===== src/cgpm_pkg.sv =====
// constants for the clock generator and power manager control block
package cgpm_pkg;
    localparam int ADDR_W = 8;
    localparam logic [7:0] OFF_OSC = 8'h00;
    localparam logic [7:0] OFF_TALLY = 8'h04;
    localparam logic [7:0] OFF_PLLA = 8'h08;
    localparam logic [7:0] OFF_PLLB = 8'h0c;
    localparam logic [7:0] OFF_MCK = 8'h10;
    localparam logic [7:0] OFF_SCDIS = 8'h14;
    localparam logic [7:0] OFF_SCSTAT = 8'h18;
    localparam logic [7:0] OFF_STAT = 8'h1c;
    localparam logic [7:0] OFF_MASK = 8'h20;
    // osc control fields
    localparam int OSC_ON_BIT = 0;
    localparam int EXT_FEED_BIT = 1;
    localparam int OSC_CNT_LSB = 8;
    localparam int OSC_CNT_W = 8;
    // pll config fields
    localparam int RATIO_LSB = 0;
    localparam int RATIO_W = 8;
    localparam int SETTLE_LSB = 8;
    localparam int SETTLE_W = 6;
    localparam int FACTOR_LSB = 16;
    localparam int FACTOR_W = 11;
    // master clock fields
    localparam int SRC_LSB = 0;
    localparam int SRC_W = 2;
    localparam int HALV_LSB = 2;
    localparam int HALV_W = 3;
    localparam logic [2:0] HALV_MAX = 3'h6;
    // status bits
    localparam int ST_SETTLED = 0;
    localparam int ST_PLL_A_LOCKED = 1;
    localparam int ST_PLL_B_LOCKED = 2;
    localparam int ST_MCK = 3;
    localparam int ST_W = 4;
    localparam int TALLY_W = 16;
    localparam int TALLY_DONE_BIT = 16;
    localparam int CPU_BIT = 0;
    // timing in slow clock periods
    localparam logic [2:0] SLOW_PER_TICK = 3'h7;
    localparam logic [4:0] TALLY_PERIODS = 5'h10;
    localparam logic [1:0] MCK_SWITCH_SLOW = 2'h2;
    localparam int NPLL = 2;
    typedef enum logic [3:0] {
        TALLY_IDLE = 4'b0001,
        TALLY_ARM = 4'b0010,
        TALLY_RUN = 4'b0100,
        TALLY_DONE = 4'b1000
    } cgpm_tally_e;
endpackage


===== src/cgpm_ctrl.sv =====
// clock generator and power manager control, apb register slave
//
// The implementer's own choices: the register addresses and the APB slave port.
`timescale 1ns/1ps
// Notes on behaviour
// after reset the crystal oscillator is off and slow clock drives the system
// clearing crystal_osc_on clears crystal_settled at once
// writing osc on with count clears settled, loads counter ticking every 8 slow periods
// crystal_settle_count is eight bits wide, about 62 ms at most
// counter at zero sets crystal_settled; masked event requests interrupt
// software picks a settle count covering the crystal start-up
// tally starts counting main clock at next slow rising edge after settled
// sixteenth slow falling edge stops tally and sets crystal_tally_done
// external clock feed needs external_clock_feed one and osc on zero
// each pll input divider takes ratios 1 to 255
// ratio zero holds divider and pll output low; ratios reset to zero
// pll output is source times factor plus one over ratio
// factor zero disables pll, nonzero enables it
// re-enable or parameter change clears lock and loads settle cycles
// lock counter counts down per slow cycle; zero sets lock flag
// software sets settle cycles to cover pll settling
// pll b is best run at 12 MHz input and 96 MHz output
// master clock source picked then divided by power of two 1 to 64
// master clock config write clears settled until new clock runs
// cpu clock stops on disable write; state readable in status register
// cpu clock on after reset and woken by any enabled interrupt
// current instruction completes before stop; other masters keep bus
// software always writes one into bit 29 of pll a config
// masked settled, lock and master clock events form one interrupt line
module cgpm_ctrl (
    input wire logic clk_sys,
    input wire logic rst_n,
    input wire logic psel,
    input wire logic penable,
    input wire logic pwrite,
    input wire logic [cgpm_pkg::ADDR_W-1:0] paddr,
    input wire logic [31:0] pwdata,
    output logic [31:0] prdata,
    output logic pready,
    output logic pslverr,
    input wire logic slowClkPin,
    input wire logic mainClkPin,
    input wire logic cpuIrqPending,
    input wire logic instrDone,
    output logic crystalOscOn,
    output logic externalClockFeed,
    output logic [7:0] pllARatio,
    output logic [10:0] pllAFactor,
    output logic pllAEnable,
    output logic pllAHoldLow,
    output logic [7:0] pllBRatio,
    output logic [10:0] pllBFactor,
    output logic pllBEnable,
    output logic pllBHoldLow,
    output logic [1:0] clockSourcePick,
    output logic [2:0] clockHalvingSteps,
    output logic cpuClockGate,
    output logic irqReq
);
    // pin synchronisers
    logic slowS1_r, slowS2_r, slowPrev_r;
    logic mainS1_r, mainS2_r, mainPrev_r;

    always_ff @(posedge clk_sys or negedge rst_n) begin
        if (!rst_n) begin
            slowS1_r <= 1'b0;
            slowS2_r <= 1'b0;
            slowPrev_r <= 1'b0;
            mainS1_r <= 1'b0;
            mainS2_r <= 1'b0;
            mainPrev_r <= 1'b0;
        end else begin
            slowS1_r <= slowClkPin;
            slowS2_r <= slowS1_r;
            slowPrev_r <= slowS2_r;
            mainS1_r <= mainClkPin;
            mainS2_r <= mainS1_r;
            mainPrev_r <= mainS2_r;
        end
    end

    wire slowRise = slowS2_r & ~slowPrev_r;
    wire slowFall = ~slowS2_r & slowPrev_r;
    wire mainRise = mainS2_r & ~mainPrev_r;

    // apb decode
    logic pready_r;
    logic pslverr_r;
    logic [31:0] prdata_r;
    wire setupPh = psel & ~penable;
    wire wrStb = psel & penable & pready_r & pwrite;
    wire selOsc = (paddr == cgpm_pkg::OFF_OSC);
    wire selTally = (paddr == cgpm_pkg::OFF_TALLY);
    wire selPllA = (paddr == cgpm_pkg::OFF_PLLA);
    wire selPllB = (paddr == cgpm_pkg::OFF_PLLB);
    wire selMck = (paddr == cgpm_pkg::OFF_MCK);
    wire selScDis = (paddr == cgpm_pkg::OFF_SCDIS);
    wire selScStat = (paddr == cgpm_pkg::OFF_SCSTAT);
    wire selStat = (paddr == cgpm_pkg::OFF_STAT);
    wire selMask = (paddr == cgpm_pkg::OFF_MASK);
    wire mapped = selOsc | selTally | selPllA | selPllB | selMck | selScDis
        | selScStat | selStat | selMask;
    wire wrOsc = wrStb & selOsc;
    wire wrMck = wrStb & selMck;
    wire wrScDis = wrStb & selScDis;
    wire wrMask = wrStb & selMask;
    wire [1:0] wrPll = {wrStb & selPllB, wrStb & selPllA};

    // oscillator control and settle counter
    logic oscOn_r;
    logic extFeed_r;
    logic [cgpm_pkg::OSC_CNT_W-1:0] oscCnt_r;
    logic [cgpm_pkg::OSC_CNT_W-1:0] settleCnt_r;
    logic [2:0] slowDiv_r;
    logic settling_r;
    logic settled_r;
    wire newOscOn = pwdata[cgpm_pkg::OSC_ON_BIT];
    wire [cgpm_pkg::OSC_CNT_W-1:0] newOscCnt =
        pwdata[cgpm_pkg::OSC_CNT_LSB +: cgpm_pkg::OSC_CNT_W];
    wire divTick = slowRise & (slowDiv_r == cgpm_pkg::SLOW_PER_TICK);
    wire settleHit = settling_r & (settleCnt_r == '0);

    always_ff @(posedge clk_sys or negedge rst_n) begin
        if (!rst_n) begin
            oscOn_r <= 1'b0;
            extFeed_r <= 1'b0;
            oscCnt_r <= '0;
        end else if (wrOsc) begin
            oscOn_r <= newOscOn;
            extFeed_r <= pwdata[cgpm_pkg::EXT_FEED_BIT];
            oscCnt_r <= newOscCnt;
        end
    end

    always_ff @(posedge clk_sys or negedge rst_n) begin
        if (!rst_n) begin
            slowDiv_r <= '0;
        end else if (wrOsc) begin
            slowDiv_r <= '0;
        end else if (slowRise) begin
            slowDiv_r <= slowDiv_r + 3'h1;
        end
    end

    always_ff @(posedge clk_sys or negedge rst_n) begin
        if (!rst_n) begin
            settleCnt_r <= '0;
            settling_r <= 1'b0;
            settled_r <= 1'b0;
        end else if (wrOsc) begin
            settleCnt_r <= newOscCnt;
            settling_r <= newOscOn;
            settled_r <= 1'b0;
        end else if (settleHit) begin
            settling_r <= 1'b0;
            settled_r <= 1'b1;
        end else if (settling_r && divTick) begin
            settleCnt_r <= settleCnt_r - 8'h01;
        end
    end

    // main clock frequency tally
    cgpm_pkg::cgpm_tally_e tally_r, tally_nxt;
    logic [cgpm_pkg::TALLY_W-1:0] tallyCnt_r;
    logic [4:0] fallCnt_r;
    logic tallyDone_r;
    wire lastFall = slowFall & (fallCnt_r == cgpm_pkg::TALLY_PERIODS - 5'h01);

    always_comb begin
        tally_nxt = tally_r;
        case (tally_r)
            cgpm_pkg::TALLY_IDLE: begin
                if (settled_r) begin
                    tally_nxt = cgpm_pkg::TALLY_ARM;
                end
            end
            cgpm_pkg::TALLY_ARM: begin
                if (slowRise) begin
                    tally_nxt = cgpm_pkg::TALLY_RUN;
                end
            end
            cgpm_pkg::TALLY_RUN: begin
                if (lastFall) begin
                    tally_nxt = cgpm_pkg::TALLY_DONE;
                end
            end
            cgpm_pkg::TALLY_DONE: tally_nxt = cgpm_pkg::TALLY_DONE;
            default: tally_nxt = cgpm_pkg::TALLY_IDLE;
        endcase
        if (!settled_r) begin
            tally_nxt = cgpm_pkg::TALLY_IDLE;
        end
    end

    always_ff @(posedge clk_sys or negedge rst_n) begin
        if (!rst_n) begin
            tally_r <= cgpm_pkg::TALLY_IDLE;
        end else begin
            tally_r <= tally_nxt;
        end
    end

    always_ff @(posedge clk_sys or negedge rst_n) begin
        if (!rst_n) begin
            tallyCnt_r <= '0;
            fallCnt_r <= '0;
            tallyDone_r <= 1'b0;
        end else if (tally_r == cgpm_pkg::TALLY_IDLE) begin
            tallyCnt_r <= '0;
            fallCnt_r <= '0;
            tallyDone_r <= 1'b0;
        end else if (tally_r == cgpm_pkg::TALLY_RUN) begin
            if (mainRise) begin
                tallyCnt_r <= tallyCnt_r + 16'h0001;
            end
            if (slowFall) begin
                fallCnt_r <= fallCnt_r + 5'h01;
            end
            if (lastFall) begin
                tallyDone_r <= 1'b1;
            end
        end
    end

    // pll configuration and lock counters
    logic [cgpm_pkg::RATIO_W-1:0] ratio_r [cgpm_pkg::NPLL];
    logic [cgpm_pkg::FACTOR_W-1:0] factor_r [cgpm_pkg::NPLL];
    logic [cgpm_pkg::SETTLE_W-1:0] pllSettle_r [cgpm_pkg::NPLL];
    logic [cgpm_pkg::SETTLE_W-1:0] lockCnt_r [cgpm_pkg::NPLL];
    logic [cgpm_pkg::NPLL-1:0] locking_r;
    logic [cgpm_pkg::NPLL-1:0] locked_r;
    wire [cgpm_pkg::RATIO_W-1:0] newRatio = pwdata[cgpm_pkg::RATIO_LSB +: cgpm_pkg::RATIO_W];
    wire [cgpm_pkg::FACTOR_W-1:0] newFactor =
        pwdata[cgpm_pkg::FACTOR_LSB +: cgpm_pkg::FACTOR_W];
    wire [cgpm_pkg::SETTLE_W-1:0] newSettle =
        pwdata[cgpm_pkg::SETTLE_LSB +: cgpm_pkg::SETTLE_W];

    for (genvar i = 0; i < cgpm_pkg::NPLL; i++) begin : g_pll
        wire changed = (newRatio != ratio_r[i]) | (newFactor != factor_r[i])
            | (newSettle != pllSettle_r[i]);
        wire restart = wrPll[i] & changed & (newFactor != '0);
        wire off = factor_r[i] == '0;

        always_ff @(posedge clk_sys or negedge rst_n) begin
            if (!rst_n) begin
                ratio_r[i] <= '0;
                factor_r[i] <= '0;
                pllSettle_r[i] <= '0;
            end else if (wrPll[i]) begin
                ratio_r[i] <= newRatio;
                factor_r[i] <= newFactor;
                pllSettle_r[i] <= newSettle;
            end
        end

        always_ff @(posedge clk_sys or negedge rst_n) begin
            if (!rst_n) begin
                lockCnt_r[i] <= '0;
                locking_r[i] <= 1'b0;
                locked_r[i] <= 1'b0;
            end else if (restart) begin
                lockCnt_r[i] <= newSettle;
                locking_r[i] <= 1'b1;
                locked_r[i] <= 1'b0;
            end else if (wrPll[i] && newFactor == '0) begin
                locking_r[i] <= 1'b0;
                locked_r[i] <= 1'b0;
            end else if (locking_r[i] && !off && lockCnt_r[i] == '0) begin
                locking_r[i] <= 1'b0;
                locked_r[i] <= 1'b1;
            end else if (locking_r[i] && slowRise) begin
                lockCnt_r[i] <= lockCnt_r[i] - 6'h01;
            end
        end
    end

    // master clock selection
    logic [cgpm_pkg::SRC_W-1:0] mckSrc_r;
    logic [cgpm_pkg::HALV_W-1:0] mckHalv_r;
    logic [1:0] mckWait_r;
    logic mckSettled_r;
    wire [cgpm_pkg::HALV_W-1:0] newHalv = pwdata[cgpm_pkg::HALV_LSB +: cgpm_pkg::HALV_W];

    always_ff @(posedge clk_sys or negedge rst_n) begin
        if (!rst_n) begin
            mckSrc_r <= '0;
            mckHalv_r <= '0;
        end else if (wrMck) begin
            mckSrc_r <= pwdata[cgpm_pkg::SRC_LSB +: cgpm_pkg::SRC_W];
            mckHalv_r <= (newHalv > cgpm_pkg::HALV_MAX) ? cgpm_pkg::HALV_MAX : newHalv;
        end
    end

    always_ff @(posedge clk_sys or negedge rst_n) begin
        if (!rst_n) begin
            mckWait_r <= '0;
            mckSettled_r <= 1'b1;
        end else if (wrMck) begin
            mckWait_r <= cgpm_pkg::MCK_SWITCH_SLOW;
            mckSettled_r <= 1'b0;
        end else if (!mckSettled_r && mckWait_r == '0) begin
            mckSettled_r <= 1'b1;
        end else if (slowRise && mckWait_r != '0) begin
            mckWait_r <= mckWait_r - 2'h1;
        end
    end

    // processor clock gate
    logic cpuOn_r;
    logic stopReq_r;

    always_ff @(posedge clk_sys or negedge rst_n) begin
        if (!rst_n) begin
            cpuOn_r <= 1'b1;
            stopReq_r <= 1'b0;
        end else if (cpuIrqPending) begin
            cpuOn_r <= 1'b1;
            stopReq_r <= 1'b0;
        end else if (wrScDis && pwdata[cgpm_pkg::CPU_BIT]) begin
            stopReq_r <= cpuOn_r;
        end else if (stopReq_r && instrDone) begin
            cpuOn_r <= 1'b0;
            stopReq_r <= 1'b0;
        end
    end

    // status, mask and interrupt
    logic [cgpm_pkg::ST_W-1:0] mask_r;
    logic irq_r;
    wire [cgpm_pkg::ST_W-1:0] status = {mckSettled_r, locked_r[1], locked_r[0], settled_r};

    always_ff @(posedge clk_sys or negedge rst_n) begin
        if (!rst_n) begin
            mask_r <= '0;
            irq_r <= 1'b0;
        end else begin
            if (wrMask) begin
                mask_r <= pwdata[cgpm_pkg::ST_W-1:0];
            end
            irq_r <= |(status & mask_r);
        end
    end

    // read mux
    wire [31:0] rdOsc = {16'h0000, oscCnt_r, 6'h00, extFeed_r, oscOn_r};
    wire [31:0] rdTally = {15'h0000, tallyDone_r, tallyCnt_r};
    wire [31:0] rdPllA = {5'h00, factor_r[0], 2'h0, pllSettle_r[0], ratio_r[0]};
    wire [31:0] rdPllB = {5'h00, factor_r[1], 2'h0, pllSettle_r[1], ratio_r[1]};
    wire [31:0] rdMck = {27'h0000000, mckHalv_r, mckSrc_r};
    wire [31:0] rdCpu = {31'h00000000, cpuOn_r};
    wire [31:0] rdStat = {28'h0000000, status};
    wire [31:0] rdMask = {28'h0000000, mask_r};
    wire [31:0] rdMux = selOsc ? rdOsc
        : selTally ? rdTally
        : selPllA ? rdPllA
        : selPllB ? rdPllB
        : selMck ? rdMck
        : selScStat ? rdCpu
        : selStat ? rdStat
        : selMask ? rdMask
        : 32'h00000000;

    always_ff @(posedge clk_sys or negedge rst_n) begin
        if (!rst_n) begin
            pready_r <= 1'b0;
            pslverr_r <= 1'b0;
            prdata_r <= '0;
        end else begin
            pready_r <= setupPh;
            pslverr_r <= setupPh & ~mapped;
            if (setupPh && !pwrite) begin
                prdata_r <= rdMux;
            end
        end
    end

    // registered outputs to the analog cells
    logic [7:0] ratioOutA_r, ratioOutB_r;
    logic [10:0] factorOutA_r, factorOutB_r;
    logic [1:0] pllOn_r, pllHold_r;
    logic [1:0] srcOut_r;
    logic [2:0] halvOut_r;
    logic oscOut_r, feedOut_r;

    always_ff @(posedge clk_sys or negedge rst_n) begin
        if (!rst_n) begin
            ratioOutA_r <= '0;
            ratioOutB_r <= '0;
            factorOutA_r <= '0;
            factorOutB_r <= '0;
            pllOn_r <= '0;
            pllHold_r <= 2'h3;
            srcOut_r <= '0;
            halvOut_r <= '0;
            oscOut_r <= 1'b0;
            feedOut_r <= 1'b0;
        end else begin
            ratioOutA_r <= ratio_r[0];
            ratioOutB_r <= ratio_r[1];
            factorOutA_r <= factor_r[0];
            factorOutB_r <= factor_r[1];
            pllOn_r <= {factor_r[1] != '0, factor_r[0] != '0};
            pllHold_r <= {ratio_r[1] == '0, ratio_r[0] == '0};
            srcOut_r <= mckSrc_r;
            halvOut_r <= mckHalv_r;
            oscOut_r <= oscOn_r;
            feedOut_r <= extFeed_r;
        end
    end

    assign prdata = prdata_r;
    assign pready = pready_r;
    assign pslverr = pslverr_r;
    assign crystalOscOn = oscOut_r;
    assign externalClockFeed = feedOut_r;
    assign pllARatio = ratioOutA_r;
    assign pllAFactor = factorOutA_r;
    assign pllAEnable = pllOn_r[0];
    assign pllAHoldLow = pllHold_r[0];
    assign pllBRatio = ratioOutB_r;
    assign pllBFactor = factorOutB_r;
    assign pllBEnable = pllOn_r[1];
    assign pllBHoldLow = pllHold_r[1];
    assign clockSourcePick = srcOut_r;
    assign clockHalvingSteps = halvOut_r;
    assign cpuClockGate = cpuOn_r;
    assign irqReq = irq_r;
endmodule


===== config.mk =====
export PLATFORM = sky130hd
export DESIGN_NAME = cgpm_ctrl
export DESIGN_NICKNAME = d
export VERILOG_FILES = /design/src/cgpm_pkg.sv /design/src/cgpm_ctrl.sv
export SDC_FILE = /design/constraint.sdc
export NUM_CORES = 1
export LEC_CHECK = 0
export BUFFER_PORTS_ARGS = -buffer_cell sky130_fd_sc_hd__buf_2
export CAP_MARGIN = 20
export CORE_MARGIN = 3
export CORE_UTILIZATION = 45
export CTS_CLUSTER_SIZE = 12
export DETAILED_ROUTE_END_ITERATION = 10
export GPL_ROUTABILITY_DRIVEN = 0
export SLEW_MARGIN = 20
export SYNTH_ARGS = -nofsm -noshare
export SYNTH_HDL_FRONTEND = slang
export SYNTH_SLANG_ARGS = --single-unit

===== constraint.sdc =====
create_clock -name clk_sys -period 3 [get_ports clk_sys]
set_clock_uncertainty 0.15 [all_clocks]
set_input_delay 0.15 -clock clk_sys [delete_from_list [all_inputs] [get_ports clk_sys]]
set_output_delay 0.15 -clock clk_sys [all_outputs]
set_load 0.01 [all_outputs]

# Yosys cells after proc, flatten, opt, wreduce, memory -nomap -nowiden
# Index checks and enable logic that the tools add are counted.
# W data, S select, Z words.
[totals] ff_bits=219 in_bits=49 wordCells=244 output_inout_bits=85
[op_classes] n_reduce_logical=57 n_addsub=7 eq_ne=29 bitwise=39 n_lt_le_gt_ge=1 n_mux=61
[op_table] cell="$mux W27" count=4
[op_table] cell="$mux W16" count=3
[op_table] cell="$mux W6" count=8
[op_table] cell="$logic_not A11 Y1" count=3
[op_table] cell="$reduce_bool A11 Y1" count=3
[op_table] cell="$eq A8 B5 Y1 const B" count=4
[op_table] cell="$logic_not A8 Y1" count=4
[op_table] cell="$mux W1" count=26
[op_table] cell="$reduce_bool A2 Y1" count=13
[op_table] cell="$mux W4" count=6
[op_table] cell="$mux W8" count=3
[op_table] cell="$ne A11 B11 Y1" count=2
[op_table] cell="$and A1 B1 Y1" count=21
[op_table] cell="$mux W5" count=4
[op_table] cell="$add A16 B1 Y16 const B" count=1
[op_table] cell="$eq A8 B4 Y1 const B" count=2
[op_table] cell="$ne A8 B8 Y1" count=2
[op_table] cell="$pmux W4 S4" count=1
[op_table] cell="$logic_and A1 B1 Y1" count=14
[op_table] cell="$ne A2 B2 Y1 const B" count=7
[op_table] cell="$reduce_and A2 Y1" count=7
[op_table] cell="$logic_not A6 Y1" count=2
[op_table] cell="$ne A6 B6 Y1" count=2
[op_table] cell="$or A1 B1 Y1" count=12
[op_table] cell="24 further kinds" count=40

# Logic depth before layout (Yosys ltp)
[logic_depth] depth_word=11 depth_mapped=8

# Worst setup path before layout
# OpenSTA, ideal clock, no wires.
[synth_timing] kind="input-to-reg" start="in paddr[7] (netlist name)" end="reg lockCnt_r[6] (netlist name)" path_slack_ns=0.521 setup_time_ns=0.128 cell_stages=7 t_required_ns=2.722 n_path_buf=1 t_arrival_ns=2.202 cell_sequence="or4_4 > or3_1 > buf_2 > nor3_4 > o211ai_2 > mux2i_1 > mux2_1"
[synth_via] elab_chain_len=6
[synth_rtl] item="from (decl)" line="cgpm_ctrl.sv:36" rtl="input wire logic [cgpm_pkg::ADDR_W-1:0] paddr,"
[synth_rtl] item="$eq A8 B4 Y1 (*)" line="cgpm_ctrl.sv:94" rtl="wire selPllA = (paddr == cgpm_pkg::OFF_PLLA);"
[synth_rtl] item="$and A1 B1 Y1 (*)" line="cgpm_ctrl.sv:107" rtl="wire [1:0] wrPll = {wrStb & selPllB, wrStb & selPllA};"
[synth_rtl] item="$and A1 B1 Y1 (2 in series)" line="cgpm_ctrl.sv:241" rtl="wire restart = wrPll[i] & changed & (newFactor != '0);"
[synth_rtl] item="$ne A2 B2 Y1 (no source line) or $reduce_bool A2 Y1 (tied branches)"
[synth_rtl] item="$reduce_and A3 Y1 (no source line)"
[synth_rtl] item="to (signal, indexed assignment)" line="cgpm_ctrl.sv:262" rtl="lockCnt_r[i] <= newSettle;"
[synth_rtl] item="to (signal, indexed assignment)" line="cgpm_ctrl.sv:272" rtl="lockCnt_r[i] <= lockCnt_r[i] - 6'h01;"
[synth_rtl] item="to (decl)" line="cgpm_ctrl.sv:229" rtl="logic [cgpm_pkg::SETTLE_W-1:0] lockCnt_r [cgpm_pkg::NPLL];"
# Mark *: on every way between the ends. The rest lies on a longest branch, timed or not.
# A chain may end at the register's enable or synchronous reset.

# Worst setup path after layout
[layout_timing] start="reg factor_r[17] (netlist name)" end="reg lockCnt_r[7] (netlist name)"
[layout_via] elab_chain_len=7
[layout_rtl] item="from (decl)" line="cgpm_ctrl.sv:227" rtl="logic [cgpm_pkg::FACTOR_W-1:0] factor_r [cgpm_pkg::NPLL];"
[layout_rtl] item="from (signal, indexed assignment)" line="cgpm_ctrl.sv:251" rtl="factor_r[i] <= newFactor;"
[layout_rtl] item="$ne A11 B11 Y1" line="cgpm_ctrl.sv:239" rtl="wire changed = (newRatio != ratio_r[i]) | (newFactor != factor_r[i])"
[layout_rtl] item="$or A1 B1 Y1" line="cgpm_ctrl.sv:239"
[layout_rtl] item="$or A1 B1 Y1" line="cgpm_ctrl.sv:240" rtl="| (newSettle != pllSettle_r[i]);"
[layout_rtl] item="$and A1 B1 Y1 (2 in series)" line="cgpm_ctrl.sv:241"
[layout_rtl] item="$ne A2 B2 Y1 (no source line) or $reduce_bool A2 Y1 (tied branches)"
[layout_rtl] item="$reduce_and A3 Y1 (no source line)"
# Parallel ways exist; a longest one is shown, timed or not.

==> flow_summary.json <==
{
  "clkSlewWorstSetupHoldPaths_ns": 0.06,
  "status": "finished clean",
  "slowest_delay_ns": 0.45,
  "die-area_um2": 23400,
  "crit_fanout": 6,
  "ys_seq_area_share_pct": 55.0,
  "grt_use_total_pct": 21.8,
  "synth_warnings": 0,
  "async_reset_ff_share_pct": 100,
  "synth_common_cells": "209 x dfrtp_1, 107 x nand2_1, 64 x xor2_1",
  "multi_input_area_um2": 4140,
  "io-pin-count": 134,
  "p_int_uw": 5340,
  "worstMarginPinSlew_ns": 0.748,
  "cp.arrival_ns": 2.83,
  "drcViolationCount": 0,
  "ys_ff_latch": 214,
  "nets": 1103,
  "cap_violations": 0,
  "ir_drop_v": 0.000373,
  "pwr-share-comb_pct": 12.1,
  "swShare_pct": 25.5,
  "yosys_most_used_dff": "dfrtp_1",
  "cp-end-kind": "flip-flop",
  "maxSlewHeadroom_pct": 50.1,
  "grt_max_degree": 75,
  "detail-route-antenna-nets": 0,
  "worstPathCellList": "nor4_1 -> and3_1 -> o21ai_0 -> or2_2 -> a21oi_4 -> mux2_1",
  "cts_htree_levels": 1,
  "via_per_inst": 5.41,
  "synthTopCellsByArea": "dfrtp_1 54%, mux2_2 6.8%, xor2_1 5.8%, nand2_1 4.1%, mux2i_1 3.1%",
  "io_buffers": 123,
  "yosysTopAreaCell": "dfrtp_1",
  "regToRegEndpoint": "lockCnt_r[7]",
  "critPathLaunchType": "flip-flop",
  "dr_total_vias": 7235,
  "period_needed_ns": 2.59,
  "wl_mm": 25.9,
  "drive_gt1_share_pct": 24.9,
  "antenna_cells": 0,
  "rsz0062_at_grt": "no",
  "crit_type": "reg -> reg",
  "seq_area_um2": 5360,
  "cp.required_ns": 3.24,
  "r2r_start": "factor_r[17]",
  "reg2regPathDepth": 6,
  "crit_slowest_cell": "dfrtp_1",
  "hold_viol": 0,
  "setup_viol": 0,
  "seqPwrFrac_pct": 45.0,
  "cts_setup_buffers": 0,
  "cts_buffer_depth": 3,
  "r2r_slack_ns": 0.41,
  "period_share_pct": 86.4,
  "hold-worst-slack_ns": 0.0243,
  "std_cell_rows": 53,
  "grt.overflow.total": 0,
  "num-fill-cells": 1839,
  "tritoncts": "yes",
  "core_um2": 21200,
  "slew_viol_final": 0,
  "p_leak_uw": 0.00603,
  "p_clk_share_pct": 42.9,
  "clockRootBuffer": "clkbuf_16",
  "syn_to_final_growth_pct": 22.9,
  "crit_buf_inv": 0,
  "max_freq_mhz": 386,
  "first_pass_iters": 5,
  "drtIter0Drc": 399,
  "netlist_instances": 873,
  "insertion_delay_ns": 0.53,
  "grt_first_pass_wirelength_mm": 41.0,
  "cp_top_family": "simple AND/OR/NAND/NOR gates",
  "yosys.cell_count.top_type": "dfrtp_1",
  "wl_per_cell_um": 19.4,
  "first_global_vias": 7171,
  "synth_edf_count": 0,
  "p_per_area_nw_per_um2": 599,
  "start_util_pct": 46.0,
  "fin_tns_setup_ns": 0,
  "syn_area_per_cell_um2": 11.2,
  "numCtsBuffers": 24,
  "hp-class": "in -> async",
  "synth.distinct_cells": 61,
  "die_y_um": 153,
  "clock_sinks": 214,
  "p_switching_uw": 1830,
  "dp_hpwl_mm": 18.3,
  "post-synth-top-area-fraction_pct": 53.7,
  "synthesis.area_um2": 9740,
  "die_w_um": 153,
  "antenna_found_initial": 0
}
==> power groups by stage <==
stage	clock, µW	combinational (µW)	sequential, µW
after floorplan	0	562	3220
after global placement	0	813	3270
after detailed placement	0	836	3270
after CTS	3140	877	3220
after global routing	3260	978	3250
final	3080	867	3220
==> worst reg2reg max path, delay by kind of cell, from the launching register on <==
family	cells	cell delay [ns]
AO/OA/AOI/OAI	2	0.42
flip-flops	1	0.45
multiplexers	1	0.35
AND/OR/NAND/NOR	3	1.10
==> worst max-delay path by stage <==
stage          depth (start not counted)    startpoint      endpoint  slack [ns]
4_1_cts                                6  factor_r[17]  lockCnt_r[7]        0.41
5_1_grt                                6  factor_r[17]  lockCnt_r[7]        0.31
2_1_floorplan                          7      paddr[7]  lockCnt_r[6]        0.52
3_3_place_gp                           7      paddr[7]  lockCnt_r[0]        0.31
3_5_place_dp                           6      paddr[7]  factor_r[14]        0.28
6_report                               6  factor_r[17]  lockCnt_r[7]        0.41
==> state kept, by name, summed over array words and instances (netlist names), 4 cells and up <==
| name | flops |
|---|---|
| prdata | 27 |
| factor_r | 22 |
| ratio_r | 16 |
| tallyCnt_r | 16 |
| lockCnt_r | 12 |
| pllSettle_r | 12 |
| pllAFactor | 11 |
| pllBFactor | 11 |
| oscCnt_r | 8 |
| pllARatio | 8 |
| pllBRatio | 8 |
| settleCnt_r | 8 |
| fallCnt_r | 5 |
| mask_r | 4 |
| tally_r | 4 |
==> metrics by stage <==
step	std cells	utilization (%)	power, µW	area, µm²	worst slack [ns]
global route	1337	56.6	7480	12000	0.312
CTS	1337	56.6	7240	12000	0.409
floorplan	877	-	3790	9750	0.521
global placement	1254	50.8	4090	10700	0.305
finish	1337	56.6	7170	12000	0.409
detailed placement	1254	50.8	4110	10700	0.284
==> logic make-up (layout without fill, tap and decap cells) <==
kind of cell / after synthesis / in the layout / synth area share, %
buffers and inverters: 65 / 250 / 2.80
multiplexers: 91 / 91 / 10.1
flip-flops: 214 / 214 / 55.0
XOR/XNOR: 75 / 75 / 6.74
AO/OA/AOI/OAI: 139 / 139 / 9.90
adder cells (fa/ha/maj): 10 / 10 / 1.28
AND/OR/NAND/NOR: 278 / 278 / 14.0
other: 1 / 5 / 0.0385
==> per-layer routing <==
layer	global-route usage [%]	vias to the layer above	routed length (µm)
met5	0	-	0
met4	6.02	0	734
met3	2.72	43	1120
met2	34.4	175	12000
met1	32.1	3598	12100
li1	-	3419	-
==> cell usage in the layout, fill, tap and decap left out, types with 21 or more instances in the layout <==
master and count:
nand2_1 107, nand3_1 26, xor2_1 64, o21ai_0 25, clkbuf_16 24, nor2_1 47
dlygate4sd3_1 39, dfrtp_1 209, a21oi_1 42, buf_2 122, o31ai_1 21, buf_4 23
mux2i_1 30, mux2_2 59
==> cell type report <==
cell class | instances | area share [%]
Sequential cell | 214 | 44.8
Multi-Input combinational cell | 598 | 34.6
Timing Repair Buffer | 186 | 10.1
Clock buffer | 37 | 6.01
Tap cell | 275 | 2.88
Clock inverter | 7 | 1.01
Inverter | 20 | 0.627
==> what timing repair did <==
| item | in CTS | in global routing |
|---|---|---|
| hold buffers | 39 | 0 |
| endpoints found under the hold margin | 232 | 0 |
| resized for setup | 0 | 0 |
| endpoints found under the setup margin | 0 | 0 |
No activity file was read; power rests on OpenSTA's default activity.
